### src/common/bpcm_defs.vh
// constants for the panel batch control menu block
`ifndef BPCM_DEFS_VH
`define BPCM_DEFS_VH
`define BPCM_CODE_DEFAULT   16'h0000
`define BPCM_DELAY_DEFAULT  16'h0000
`define BPCM_STOP_DEFAULT   32'h00000000
`define BPCM_SUB_LAST       2'h3
`define BPCM_SUB_INFO       2'h3
`define BPCM_SUB_SYSTEM     2'h0
`define BPCM_CTRL_BOTH      2'h2
`define BPCM_CTRL_LOCAL     2'h0
`define BPCM_CTRL_REMOTE    2'h1
`define BPCM_OPT_LAST       3'h7
`define BPCM_DIGIT_LAST     2'h3
`define BPCM_DIGIT_MAX      4'h9
`define BPCM_BLINK_HALF     24'h7A11FF
`define BPCM_COUNT_UP       1'b0
`endif

### src/hdl/bpcm_menu.v
// operator key mapping, access gating and menu navigation for the batch panel
//
// What this block does
// - remote switches mean start/stop/reset/menu running, down/up/program/enter configuring.
// - inhibit link during batch freezes outputs and stops adding counts.
// - configuration menus open only while security link is closed.
// - with supply removed every switch output is open.
// - from Ready, program plus enter together, or operator menu route, enters configuration.
// - configuration entry refused while a batch runs.
// - highlight steady on menus, blinking on options and variables.
// - functions depending on an unselected option are hidden.
// - main menu has exactly four sub-menus, last one read-only information.
// - two separate four digit codes, configuration and operator, default zero.
// - default user controls accept both front panel and remote keys.
// - second and third control delay and stop point default to zero.
// - counter defaults to counting up, overrun compensation off.
// - an all zero configuration code disables the code check on configuration entry; the operator code is stored but never checked.
`timescale 1ns/10ps
`default_nettype none
`include "bpcm_defs.vh"
module bpcm_menu (
    input  wire        i_clk,
    input  wire        i_rst,
    input  wire        i_power_good,
    input  wire        i_key_down,
    input  wire        i_key_up,
    input  wire        i_key_prog,
    input  wire        i_key_enter,
    input  wire        i_remote_switch_one,
    input  wire        i_remote_switch_two,
    input  wire        i_remote_switch_three,
    input  wire        i_remote_switch_four,
    input  wire        i_inhibit_link,
    input  wire        i_security_link,
    input  wire        i_ready,
    input  wire        i_running,
    input  wire        i_op_menu_config_en,
    input  wire        i_op_menu_config_req,
    input  wire [15:0] i_code_entered,
    input  wire        i_pulse_input_sel,
    input  wire        i_item_dependent,
    input  wire        i_item_is_option,
    input  wire        i_count_pulse,
    input  wire [2:0]  i_out_request,
    output wire        o_start,
    output wire        o_stop,
    output wire        o_reset,
    output wire        o_menu,
    output reg         o_count_add,
    output reg  [2:0]  o_switch_out,
    output reg  [4:0]  o_menu_state,
    output reg  [1:0]  o_sub_sel,
    output reg  [2:0]  o_item_sel,
    output reg  [2:0]  o_opt_sel,
    output reg  [1:0]  o_digit_sel,
    output reg  [15:0] o_value,
    output reg         o_highlight_on,
    output reg         o_item_hidden,
    output reg         o_config_refused,
    output reg         o_store_option,
    output reg         o_store_value,
    output reg  [15:0] o_config_code,
    output reg  [15:0] o_operator_code,
    output reg  [1:0]  o_user_controls,
    output reg  [15:0] o_second_control_delay,
    output reg  [31:0] o_second_control_stop_point,
    output reg  [15:0] o_third_control_delay,
    output reg  [31:0] o_third_control_stop_point,
    output reg         o_count_down,
    output reg         o_overrun_comp
);

localparam ST_OPER = 5'h01;
localparam ST_MAIN = 5'h02;
localparam ST_SUB  = 5'h04;
localparam ST_OPT  = 5'h08;
localparam ST_NUM  = 5'h10;

// digit step with wrap, used for both directions
function [3:0] bpcm_digit_step;
    input [3:0] d;
    input       up;
    begin
        if (up)
            bpcm_digit_step = (d == `BPCM_DIGIT_MAX) ? 4'h0 : d + 4'h1;
        else
            bpcm_digit_step = (d == 4'h0) ? `BPCM_DIGIT_MAX : d - 4'h1;
    end
endfunction

// option items that land in a setting all live in the system sub-menu
function bpcm_sys_item;
    input [1:0] sub;
    input [2:0] item;
    input [2:0] want;
    begin
        bpcm_sys_item = (sub == `BPCM_SUB_SYSTEM) && (item == want);
    end
endfunction

reg         local_en;
reg         remote_en;
reg         k_down;
reg         k_up;
reg         k_prog;
reg         k_enter;
reg  [3:0]  keys_ff;
reg  [3:0]  nxt_keys;
wire [3:0]  key_rise;
reg  [23:0] blink_cnt_ff;
reg         blink_ff;
reg  [3:0]  cur_digit;
reg  [3:0]  new_digit;
wire        cfg_code_ok;
wire        entry_req;
wire        entry_ok;
wire        running_state;

always @* begin
    local_en  = (o_user_controls != `BPCM_CTRL_REMOTE);
    remote_en = (o_user_controls != `BPCM_CTRL_LOCAL);
    // same remote contacts become navigation keys in configuration
    k_down  = (local_en & i_key_down)  | (remote_en & i_remote_switch_one);
    k_up    = (local_en & i_key_up)    | (remote_en & i_remote_switch_two);
    k_prog  = (local_en & i_key_prog)  | (remote_en & i_remote_switch_three);
    k_enter = (local_en & i_key_enter) | (remote_en & i_remote_switch_four);
    nxt_keys = {k_enter, k_prog, k_up, k_down};
end

assign key_rise = nxt_keys & ~keys_ff;
assign running_state = (o_menu_state == ST_OPER);
assign o_start = running_state & k_down;
assign o_stop  = running_state & k_up;
assign o_reset = running_state & k_prog;
assign o_menu  = running_state & k_enter;

// zero code means no code check at all
assign cfg_code_ok = (o_config_code == `BPCM_CODE_DEFAULT) | (i_code_entered == o_config_code);
// both keys held together; the second key's edge starts it
assign entry_req = (k_prog & k_enter & (key_rise[2] | key_rise[3]))
                 | (i_op_menu_config_en & i_op_menu_config_req);
assign entry_ok = i_ready & ~i_running & i_security_link & cfg_code_ok;

// keys start from released, so a key held through reset gives a rising edge on the first clock after reset
// blink runs free; its phase on entry is not aligned to the key press
always @(posedge i_clk or posedge i_rst) begin
    if (i_rst) begin
        keys_ff      <= 4'h0;
        blink_cnt_ff <= 24'h000000;
        blink_ff     <= 1'b0;
    end else begin
        keys_ff <= nxt_keys;
        if (blink_cnt_ff == `BPCM_BLINK_HALF) begin
            blink_cnt_ff <= 24'h000000;
            blink_ff     <= ~blink_ff;
        end else begin
            blink_cnt_ff <= blink_cnt_ff + 24'h000001;
        end
    end
end

always @* begin
    case (o_digit_sel)
        2'h0:    cur_digit = o_value[3:0];
        2'h1:    cur_digit = o_value[7:4];
        2'h2:    cur_digit = o_value[11:8];
        default: cur_digit = o_value[15:12];
    endcase
    new_digit = bpcm_digit_step(cur_digit, key_rise[1]);
end

always @(posedge i_clk or posedge i_rst) begin
    if (i_rst) begin
        o_count_add  <= 1'b0;
        o_switch_out <= 3'h0;
    end else begin
        // outputs hold but the flow keeps going, only the count is lost
        o_count_add <= i_count_pulse & ~(i_running & i_inhibit_link);
        if (!i_power_good)
            o_switch_out <= 3'h0;
        else if (!(i_running & i_inhibit_link))
            o_switch_out <= i_out_request;
    end
end

always @(posedge i_clk or posedge i_rst) begin
    if (i_rst) begin
        o_menu_state     <= ST_OPER;
        o_sub_sel        <= `BPCM_SUB_SYSTEM;
        o_item_sel       <= 3'h0;
        o_opt_sel        <= 3'h0;
        o_digit_sel      <= 2'h0;
        o_value          <= 16'h0000;
        o_highlight_on   <= 1'b0;
        o_item_hidden    <= 1'b0;
        o_config_refused <= 1'b0;
        o_store_option   <= 1'b0;
        o_store_value    <= 1'b0;
        o_config_code    <= `BPCM_CODE_DEFAULT;
        o_operator_code  <= `BPCM_CODE_DEFAULT;
        o_user_controls  <= `BPCM_CTRL_BOTH;
        o_second_control_delay      <= `BPCM_DELAY_DEFAULT;
        o_second_control_stop_point <= `BPCM_STOP_DEFAULT;
        o_third_control_delay       <= `BPCM_DELAY_DEFAULT;
        o_third_control_stop_point  <= `BPCM_STOP_DEFAULT;
        o_count_down     <= `BPCM_COUNT_UP;
        o_overrun_comp   <= 1'b0;
    end else begin
        o_store_option   <= 1'b0;
        o_store_value    <= 1'b0;
        o_config_refused <= 1'b0;
        // calibration items hide under a pulse input
        o_item_hidden  <= i_item_dependent & i_pulse_input_sel;
        // steady on menus, blinking on options and digits
        o_highlight_on <= (o_menu_state == ST_OPT || o_menu_state == ST_NUM) ? blink_ff
                        : (o_menu_state != ST_OPER);
        case (o_menu_state)
            ST_OPER: begin
                if (entry_req) begin
                    if (entry_ok) begin
                        o_menu_state <= ST_MAIN;
                        o_sub_sel    <= `BPCM_SUB_SYSTEM;
                    end else begin
                        o_config_refused <= 1'b1;
                    end
                end
            end
            ST_MAIN: begin
                // four entries only, wrapping is avoided so the ends are clear
                if (key_rise[1] && o_sub_sel != `BPCM_SUB_LAST)
                    o_sub_sel <= o_sub_sel + 2'h1;
                else if (key_rise[0] && o_sub_sel != `BPCM_SUB_SYSTEM)
                    o_sub_sel <= o_sub_sel - 2'h1;
                else if (key_rise[2]) begin
                    o_menu_state <= ST_SUB;
                    o_item_sel   <= 3'h0;
                end else if (key_rise[3])
                    o_menu_state <= ST_OPER;
            end
            ST_SUB: begin
                if (key_rise[1])
                    o_item_sel <= o_item_sel + 3'h1;
                else if (key_rise[0])
                    o_item_sel <= o_item_sel - 3'h1;
                else if (key_rise[2] && !o_item_hidden && o_sub_sel != `BPCM_SUB_INFO) begin
                    o_menu_state <= i_item_is_option ? ST_OPT : ST_NUM;
                    o_opt_sel    <= 3'h0;
                    o_digit_sel  <= 2'h0;
                    o_value      <= 16'h0000;
                end else if (key_rise[3])
                    o_menu_state <= ST_MAIN;
            end
            ST_OPT: begin
                if (key_rise[1] && o_opt_sel != `BPCM_OPT_LAST)
                    o_opt_sel <= o_opt_sel + 3'h1;
                else if (key_rise[0] && o_opt_sel != 3'h0)
                    o_opt_sel <= o_opt_sel - 3'h1;
                else if (key_rise[3]) begin
                    o_store_option <= 1'b1;
                    o_menu_state   <= ST_SUB;
                    // a remote-only choice locks out the front keys at once
                    if (bpcm_sys_item(o_sub_sel, o_item_sel, 3'h0))
                        o_user_controls <= o_opt_sel[1:0];
                    if (bpcm_sys_item(o_sub_sel, o_item_sel, 3'h1))
                        o_count_down <= o_opt_sel[0];
                    if (bpcm_sys_item(o_sub_sel, o_item_sel, 3'h2))
                        o_overrun_comp <= o_opt_sel[0];
                end
            end
            ST_NUM: begin
                if (key_rise[1] || key_rise[0]) begin
                    case (o_digit_sel)
                        2'h0:    o_value[3:0]   <= new_digit;
                        2'h1:    o_value[7:4]   <= new_digit;
                        2'h2:    o_value[11:8]  <= new_digit;
                        default: o_value[15:12] <= new_digit;
                    endcase
                end else if (key_rise[2] && o_digit_sel != `BPCM_DIGIT_LAST)
                    o_digit_sel <= o_digit_sel + 2'h1;
                else if (key_rise[3]) begin
                    o_store_value <= 1'b1;
                    o_menu_state  <= ST_SUB;
                    case (o_item_sel)
                        3'h0:    o_config_code          <= o_value;
                        3'h1:    o_operator_code        <= o_value;
                        3'h2:    o_second_control_delay <= o_value;
                        3'h3:    o_third_control_delay  <= o_value;
                        3'h4:    o_second_control_stop_point <= {16'h0000, o_value};
                        3'h5:    o_third_control_stop_point  <= {16'h0000, o_value};
                        default: o_menu_state <= ST_SUB;
                    endcase
                end
            end
            default: o_menu_state <= ST_OPER;
        endcase
    end
end

endmodule // bpcm_menu
`default_nettype wire

### config.mk
export PLATFORM = sky130hd
export DESIGN_NAME = bpcm_menu
export DESIGN_NICKNAME = d
export VERILOG_FILES = /design/src/hdl/bpcm_menu.v
export VERILOG_INCLUDE_DIRS = /design/src /design/src/common
export SDC_FILE = /design/constraint.sdc
export NUM_CORES = 1
export LEC_CHECK = 0
export BUFFER_PORTS_ARGS = -buffer_cell sky130_fd_sc_hd__buf_2
export CAP_MARGIN = 20
export CORE_ASPECT_RATIO = 1.25
export CORE_MARGIN = 8
export CORE_UTILIZATION = 25
export CTS_BUF_LIST = sky130_fd_sc_hd__clkbuf_8
export DETAILED_ROUTE_END_ITERATION = 8
export PLACE_DENSITY_LB_ADDON = 0.2
export SYNTH_ARGS = -nofsm -noshare
export SYNTH_HDL_FRONTEND = slang
export SYNTH_SLANG_ARGS = --single-unit
### constraint.sdc
create_clock -name i_clk -period 7 [get_ports i_clk]
set_clock_uncertainty 0.1 [all_clocks]
set_input_delay 0.7 -clock i_clk [delete_from_list [all_inputs] [get_ports i_clk]]
set_output_delay 0.7 -clock i_clk [all_outputs]
set_load 0.01 [all_outputs]
; ---- Yosys cells after proc, flatten, opt, wreduce, memory -nomap -nowiden
; Cells that the tools add are included.
; Widths: inputs -> output; s select.
[totals]
reg_bits = 169
latch_bits = 0
ram_bits = 0
rom_bits = 0
input_bits = 40
elab_cells = 230
n_memories = 0
[classes]
add_sub_neg = 10
multipliers = 0
n_div = 0
magnitude_cmp = 0
eq_ne = 44
n_shift = 0
n_mux = 67
n_bitwise = 37
n_reduce_logical = 44
[ops]
columns = op, count
row1 = $mux 5, 16
row2 = $mux 16, 4
row3 = $reduce_and 5->1, 11
row4 = $mux 3, 12
row5 = $ne 2x2->1 const B, 16
row6 = $pmux 16 s2, 1
row7 = $reduce_and 6->1, 5
row8 = $mux 4, 7
row9 = $pmux 5 s5, 1
row10 = $add 24x1->24 const B, 1
row11 = $eq 24x23->1 const B, 1
row12 = $mux 24, 1
row13 = $and 1x1->1, 21
row14 = $mux 2, 9
row15 = $eq 16x16->1, 1
row16 = $logic_not 16->1, 1
row17 = $ne 3x3->1 const B, 5
row18 = $ne 2x1->1 const B, 6
row19 = $pmux 3 s2, 2
row20 = $pmux 4 s3, 1
row21 = $reduce_and 12->1, 1
row22 = $reduce_bool 2->1, 6
row23 = $mux 1, 11
row24 = $logic_and 1x1->1, 10
row25 = 32 further kinds, 52

; ---- Depth between registers and ports, before layout
; Gate-level depths: netlist of the first run.
[depth]
ltp_word = 10
mapped_depth = 9
mapped_depth_nobuf = 9

; ---- Worst setup path before layout of the first run
; No wires, ideal clock.
[synth_path]
path_type = input to register
from = input i_remote_switch_one
to = register o_second_control_stop_point[0]
setup_ns = 0.125
arrival_ns = 2.667
required_time_ns = 6.775
slack_ns = 4.108
path_stages = 7
path_buffers = 1
path_cell_list = mux2_2 -> o221ai_1 -> nand2_1 -> nor4_4 -> nand3_2 -> buf_6 -> mux2_2
[synth_between]
elab_chain_cells = 6
[synth_lines]
columns = element, line
row1 = from (decl), bpcm_menu.v:29  ; input wire i_remote_switch_one,
row2 = $and 1x1->1, bpcm_menu.v:123  ; k_down = (local_en & i_key_down) | (remote_en & i_remote_switch_one);
row3 = $or 1x1->1, bpcm_menu.v:123
row4 = $and 4x4->4, bpcm_menu.v:130  ; assign key_rise = nxt_keys & ~keys_ff;
row5 = $logic_or 1x1->1, bpcm_menu.v:271  ; if (key_rise[1] || key_rise[0]) begin
row6 = $not 1->1 (no line), --
row7 = $reduce_and 5->1 (no line), --
row8 = to (signal assigned), bpcm_menu.v:203  ; o_second_control_stop_point <= `BPCM_STOP_DEFAULT;
row9 = to (signal assigned), bpcm_menu.v:288  ; 3'h4: o_second_control_stop_point <= {16'h0000, o_value};
row10 = to (decl), bpcm_menu.v:66  ; output reg [31:0] o_second_control_stop_point,
; No other way between the ends.
; A chain may end at the register's enable or synchronous reset.

; ---- Final worst setup path of the first run
[layout_path]
from = register o_user_controls[0]
to = register o_second_control_stop_point[9]
[layout_between]
elab_chain_cells = 7
elab_cells_between_ends = 20
[layout_lines]
columns = element, line
row1 = from (decl), bpcm_menu.v:64  ; output reg [1:0] o_user_controls,
row2 = from (signal assigned), bpcm_menu.v:201  ; o_user_controls <= `BPCM_CTRL_BOTH;
row3 = from (signal assigned), bpcm_menu.v:263  ; o_user_controls <= o_opt_sel[1:0];
row4 = $ne 2x1->1 (no line) / $reduce_bool 2->1 (equally long branches), --
row5 = "$and 1x1->1, on equally long branches", "bpcm_menu.v:125, bpcm_menu.v:123, bpcm_menu.v:124"
row6 = "$or 1x1->1, on equally long branches", "bpcm_menu.v:125, bpcm_menu.v:123, bpcm_menu.v:124"
row7 = $and 4x4->4 *, bpcm_menu.v:130
row8 = $logic_and 1x1->1 (no line) / $logic_or 1x1->1 (equally long branches), --
row9 = $not 1->1 (no line), --
row10 = $reduce_and 5->1 (no line) *, --
; Every way passes the cells marked *; elsewhere a longest branch is shown, timed or not.

==> impl_metrics.tcl, run 1 <==
set metrics [dict create \
    async_flop_share 1.00 \
    total_power_mw 2.09 \
    cts_tree "done" \
    finalMaxSlewViolations 0 \
    syn_area_per_cell_um2 11.5 \
    drc_errors 0 \
    p_comb_frac 0.130 \
    multi_input_area_mm2 0.00331 \
    status "complete, no violations" \
    synth.distinct_cells 53 \
    clockBufferDepth 2 \
    required_ns 7.24 \
    globalplace.congestion 0.765 \
    htree_levels 4 \
    worst_pin_slew_ns 0.989 \
    die_h_um 214 \
    fmax_mhz 296 \
    ys_seq_area_frac 0.541 \
    synth_area_mm2 0.00782 \
    n_antenna_cell 0 \
    grt_antenna_before_repair 0 \
    grt_max_degree 95 \
    drt_iter0_markers 386 \
    cp-start-kind "flip-flop" \
    tns_ns 0 \
    seqCellArea_mm2 0.00423 \
    fill_cells 3232 \
    synth_commonest_cells "dfrtp_1, mux2_2, nand2_1, o21ai_0, nor2_1" \
    grt_pass1_wl_um 35200 \
    cts_sinks 169 \
    leakagePower_nw 5.01 \
    utilization 0.308 \
    post-place-ws_ns 3.39 \
    worst_slack_ns 3.62 \
    num_rows 72 \
    grt_use_total 0.121 \
    synthFlopType "dfrtp_1" \
    fin_crit_sh 0.483 \
    crit-reg2reg-launch "o_user_controls[0]$_DFFE_PP0P_" \
    yosysTopAreaCellShare 0.534 \
    avgRoutedWirePerCell_um 17.6 \
    place_area_mm2 0.00908 \
    fp.dieW_um 174 \
    grt_pass1_vias 5982 \
    coreArea_mm2 0.0309 \
    ctsHoldBuffers 0 \
    period_minus_slack_ns 3.38 \
    cp_max_fo 19 \
    finalSetupViolCount 0 \
    post-dp-hpwl_um 16900 \
    die_area_mm2 0.0372 \
    ant_nets 0 \
    vias_per_cell 4.39 \
    synth-edff-count 0 \
    internal_power_mw 1.51 \
    hp-class "in2async" \
    vias 5663 \
    routed_wl_um 22700 \
    crit_path_end_kind "flip-flop" \
    clock_latency_ns 0.47 \
    power.switching_mw 0.589 \
    slew_headroom 0.340 \
    p_clk_frac 0.375 \
    swShare 0.281 \
    area_growth_pct 21.7 \
    pin_count 216 \
    maxCapViolations 0 \
    design_area_mm2 0.00952 \
    cp-startpoint "o_user_controls[0]$_DFFE_PP0P_" \
    cts_resized 0 \
    hold_viol 0 \
    initial_core_util 0.253 \
    drive_gt1_frac 0.367 \
    ys_warn_count 0 \
    path_clk_slew_ns 0.11 \
    critPathKind "reg2reg" \
    synth_most_common_cell "dfrtp_1" \
    dr.pass1.iters 4 \
    portBuffers 183 \
    gr-total-overflow 0 \
    ys_ff_latch 169 \
    synthCells 680 \
    postCtsSetupRepairBufs 0 \
    powerDensity_mw_per_mm2 220 \
    yosys.area.top_type "dfrtp_1" \
    grt_setup_unrepaired "false" \
    arrival_ns 3.62 \
    peakVddDrop_mv 0.0987 \
    nNetsFinal 922 \
    clockRootBuffer "clkbuf_8" \
    cts_buffers 17 \
    synthTopCellsByArea "dfrtp_1, mux2_2, xor2_1" \
    p_seq_frac 0.496 \
]
[routing by layer]
metal | share of wire | track usage
met1 | 0.42 | 0.142
met2 | 0.51 | 0.211
met3 | 0.052 | 0.0343
met4 | 0.017 | 0.0419
met5 | 0 | 0
[layout make-up]
type | instances | share of cell area
clock buffers | 18 | 0.0260
flip-flops and latches | 169 | 0.445
inverters | 21 | 0.00881
repair buffers | 187 | 0.0994
multi-input cells | 474 | 0.347
clock inverters | 14 | 0.0205
well taps | 407 | 0.0535
[critical path: stages, from the launching register on]
cell      delay [ns]
dfrtp_1         0.48
mux2_2          0.38
o221ai_1        0.48
nand2_1         0.26
nor4_4          0.57
nand3_2         0.52
mux2_2          0.45
[final timing paths]
check                                                              to  slack, ns  cells after the start
min                             o_third_control_delay[11]$_DFFE_PP0P_       0.31                      2
max reg2reg                o_second_control_stop_point[9]$_DFFE_PP0P_       3.62                      6
max                        o_second_control_stop_point[9]$_DFFE_PP0P_       3.62                      6
max in group asynchronous                      o_value[2]$_DFFE_PP0P_       4.96                      3
min reg2reg                                 blink_cnt_ff[0]$_DFF_PP0_       0.36                      1
min in group i_clk                            o_item_hidden$_DFF_PP0_       0.34                      2
[registers in the layout, summed over array words and instances, names as in the netlist, 2 cells and up]
| name | count |
|---|---|
| o_second_control_stop_point | 16 |
| o_item_sel | 3 |
| o_operator_code | 16 |
| blink_cnt_ff | 24 |
| keys_ff | 4 |
| o_value | 16 |
| o_second_control_delay | 16 |
| o_switch_out | 3 |
| o_config_code | 16 |
| o_user_controls | 2 |
| o_third_control_delay | 16 |
| o_digit_sel | 2 |
| o_third_control_stop_point | 16 |
| o_sub_sel | 2 |
| o_menu_state | 5 |
| o_opt_sel | 3 |
[power by group through the flow]
stage               logic (mW)  registers, mW  clock network (mW)
floorplan                0.180           1.06                   0
global placement         0.275           1.06                   0
detailed placement       0.276           1.06                   0
CTS                      0.278           1.04               0.813
global route             0.305           1.04               0.854
finish                   0.272           1.04               0.785
[placed cells by master (no fill, tap or decap), types with 5 or more instances in the layout]
master | Yosys | layout
buf_2 | 4 | 183
a21oi_1 | 7 | 7
nand3_1 | 24 | 24
a211oi_1 | 6 | 6
o22ai_1 | 5 | 5
o21ai_0 | 46 | 46
nand4_1 | 12 | 12
inv_1 | 21 | 21
nor2b_1 | 7 | 7
nor4_1 | 13 | 13
o31ai_1 | 5 | 5
nor2_1 | 40 | 40
and2_1 | 6 | 6
dfrtp_1 | 167 | 167
nand2_1 | 59 | 59
nor3_1 | 7 | 7
mux2_2 | 91 | 91
clkbuf_8 | 0 | 18
xor2_1 | 33 | 33
conb_1 | 1 | 32
ha_1 | 11 | 11
xnor2_1 | 11 | 11
[logic make-up (layout without fill, tap and decap cells)]
family	count (synthesis)	in the layout	synth area share
flip-flops	169	169	0.541
AND/OR/NAND/NOR	196	196	0.126
buffers and inverters	68	240	0.0515
adder cells (fa/ha/maj)	12	12	0.0202
other	1	32	0.000479
XOR/XNOR	44	44	0.0493
AO/OA/AOI/OAI	96	96	0.0772
multiplexers	94	94	0.135
[stage by stage]
stage               std cells  hold slack, ns
floorplan                 711           0.324
detailed placement       1258           0.347
global placement         1258           0.347
finish                   1290           0.314
global route             1290           0.331
CTS                      1290           0.303
Note: power is estimated with default switching activity, not from simulation.
==> run 2, diff against run 1 <==
==> constraint.sdc (replaced) <==
create_clock -name i_clk -period 2.77 [get_ports i_clk]
set_clock_uncertainty 0.1 [all_clocks]
set_input_delay 0.277 -clock i_clk [delete_from_list [all_inputs] [get_ports i_clk]]
set_output_delay 0.277 -clock i_clk [all_outputs]
set_load 0.01 [all_outputs]
==> impl_metrics.tcl, run 2 (synthesized netlist as in run 1, its figures left out) <==
set metrics [dict create \
    post-place-ws_ns -0.0581 \
    path_delay_family "multiplexers" \
    drive_gt1_frac 0.391 \
    worst_pin_slew_ns 0.612 \
    grt_pass1_wl_um 37000 \
    drc_errors 0 \
    path_cells "mux2_2 > o221ai_1 > nand2_1 > nor4_4 > buf_4 > nand3_2 > buf_4 > mux2_2" \
    fill_cells 3220 \
    reg2reg_depth 8 \
    fp.dieW_um 174 \
    largest_register_ff_count 24 \
    arrival_ns 2.85 \
    peakVddDrop_mv 0.255 \
    total_power_mw 5.30 \
    cts_tree "done" \
    finalSetupViolCount 0 \
    globalplace.congestion 0.776 \
    top_layer "met4" \
    critPathKind "reg2reg" \
    fmax_mhz 382 \
    cp-startpoint "o_user_controls[0]$_DFFE_PP0P_" \
    top_register "blink_cnt_ff" \
    final_common_cell "buf_2" \
    initial_core_util 0.253 \
    crit_path_end "o_third_control_stop_point[4]$_DFFE_PP0P_" \
    multi_input_area_mm2 0.00334 \
    wl_met3_um 1360 \
    leakagePower_nw 5.24 \
    grt_antenna_before_repair 0 \
    path_buf_inv 2 \
    vias 5898 \
    post-dp-hpwl_um 17600 \
    grt_use_total 0.128 \
    layout_common_cells "buf_2, dfrtp_1, mux2_2, nand2_1, o21ai_0" \
    grt_setup_unrepaired "false" \
    crit_path_end_kind "flip-flop" \
    vias_per_cell 4.41 \
    ant_nets 0 \
    slowest_stage "dfrtp_2" \
    pin_count 216 \
    gr-total-overflow 0 \
    drt_iter0_markers 405 \
    r2r-end "o_third_control_stop_point[4]$_DFFE_PP0P_" \
    min_from "i_remote_switch_one" \
    dr.pass1.iters 7 \
    slew_headroom 0.591 \
    finalMaxSlewViolations 0 \
    maxCapViolations 0 \
    cts_sinks 169 \
    required_ns 3.00 \
    grt_max_degree 58 \
    cp-start-kind "flip-flop" \
    r2r_slack_ns 0.16 \
    cp_max_fo 19 \
    worst_slack_ns 0.155 \
    routed_wl_um 23600 \
    drt-met1-wl_um 9750 \
    n_antenna_cell 0 \
    cts_buffers 17 \
    portBuffers 183 \
    path_clk_slew_ns 0.10 \
    die_h_um 214 \
    holdPathStages 3 \
    clock_latency_ns 0.46 \
    avgRoutedWirePerCell_um 17.7 \
    fin_crit_sh 0.944 \
    clockRootBuffer "clkbuf_8" \
    area_growth_pct 27.4 \
    status "complete, no violations" \
    nNetsFinal 969 \
    num_rows 72 \
    clockBufferDepth 2 \
    crit-reg2reg-launch "o_user_controls[0]$_DFFE_PP0P_" \
    seqCellArea_mm2 0.00423 \
    hold_viol 0 \
    grt_pass1_vias 6210 \
    period_minus_slack_ns 2.61 \
    powerDensity_mw_per_mm2 532 \
    die_area_mm2 0.0372 \
    hp-class "in2reg" \
    htree_levels 4 \
    coreArea_mm2 0.0309 \
    wl_met2_um 12200 \
    cpPeakStageDelay_ns 0.43 \
    cp.depth 8 \
]
==> run 2: worst min-delay path by stage <==
stage,endpoint,slack [ns]
2_1_floorplan,o_count_add$_DFF_PP0_,0.31
5_1_grt,keys_ff[0]$_DFF_PP0_,0.07
3_5_place_dp,o_third_control_stop_point[4]$_DFFE_PP0P_,0.29
6_report,keys_ff[0]$_DFF_PP0_,0.08
3_3_place_gp,o_second_control_delay[4]$_DFFE_PP0P_,0.29
4_1_cts,keys_ff[0]$_DFF_PP0_,0.003
==> run 2: power by group <==
| group | internal (mW) | switching, mW | leakage, nW | total (mW) |
|---|---|---|---|---|
| registers | 2.54 | 0.0853 | 2.30 | 2.62 |
| logic | 0.302 | 0.453 | 2.73 | 0.755 |
| clock network | 0.986 | 0.935 | 0.214 | 1.92 |
| total | 3.83 | 1.47 | 5.24 | 5.30 |
==> run 2: routing by layer <==
metal / vias to the layer above / GRT usage
met1: 2933 / 0.152
met3: 23 / 0.0361
li1: 2796 / -
met2: 146 / 0.223
met4: 0 / 0.0381
met5: - / 0
==> run 2: per-stage QoR <==
step	cells	util	hold WS, ns	instance area, µm²	setup TNS [ns]
final	1336	0.322	0.0768	9960	0
after global routing	1336	0.322	0.0744	9960	0
after CTS	1335	0.322	0.00269	9940	0
after detailed placement	1289	0.302	0.293	9350	-0.712
after global placement	1289	0.302	0.288	9350	-0.466
after floorplan	711	-	0.306	7940	0
==> run 2: tightest hold or removal path: stages <==
cell and delay [ns]:
buf_2 0.11, o22ai_1 0.11, inv_1 0.10
==> run 2: what timing repair did <==
item / in CTS / in global routing
hold endpoints to repair: 30 / 0
gates resized for setup: 4 / 5
pin swaps: 1 / 1
endpoints found under the setup margin: 18 / 98
hold buffers: 15 / 0
buffers inserted: 0 / 1
==> run 2: cell type report <==
| cell class | count | share of cell area |
|---|---|---|
| clock buffer | 21 | 0.0290 |
| clock inverter | 10 | 0.0138 |
| inverter | 21 | 0.00829 |
| multi-input combinational | 474 | 0.335 |
| sequential | 169 | 0.425 |
| tap | 407 | 0.0511 |
| timing repair buffer | 234 | 0.138 |
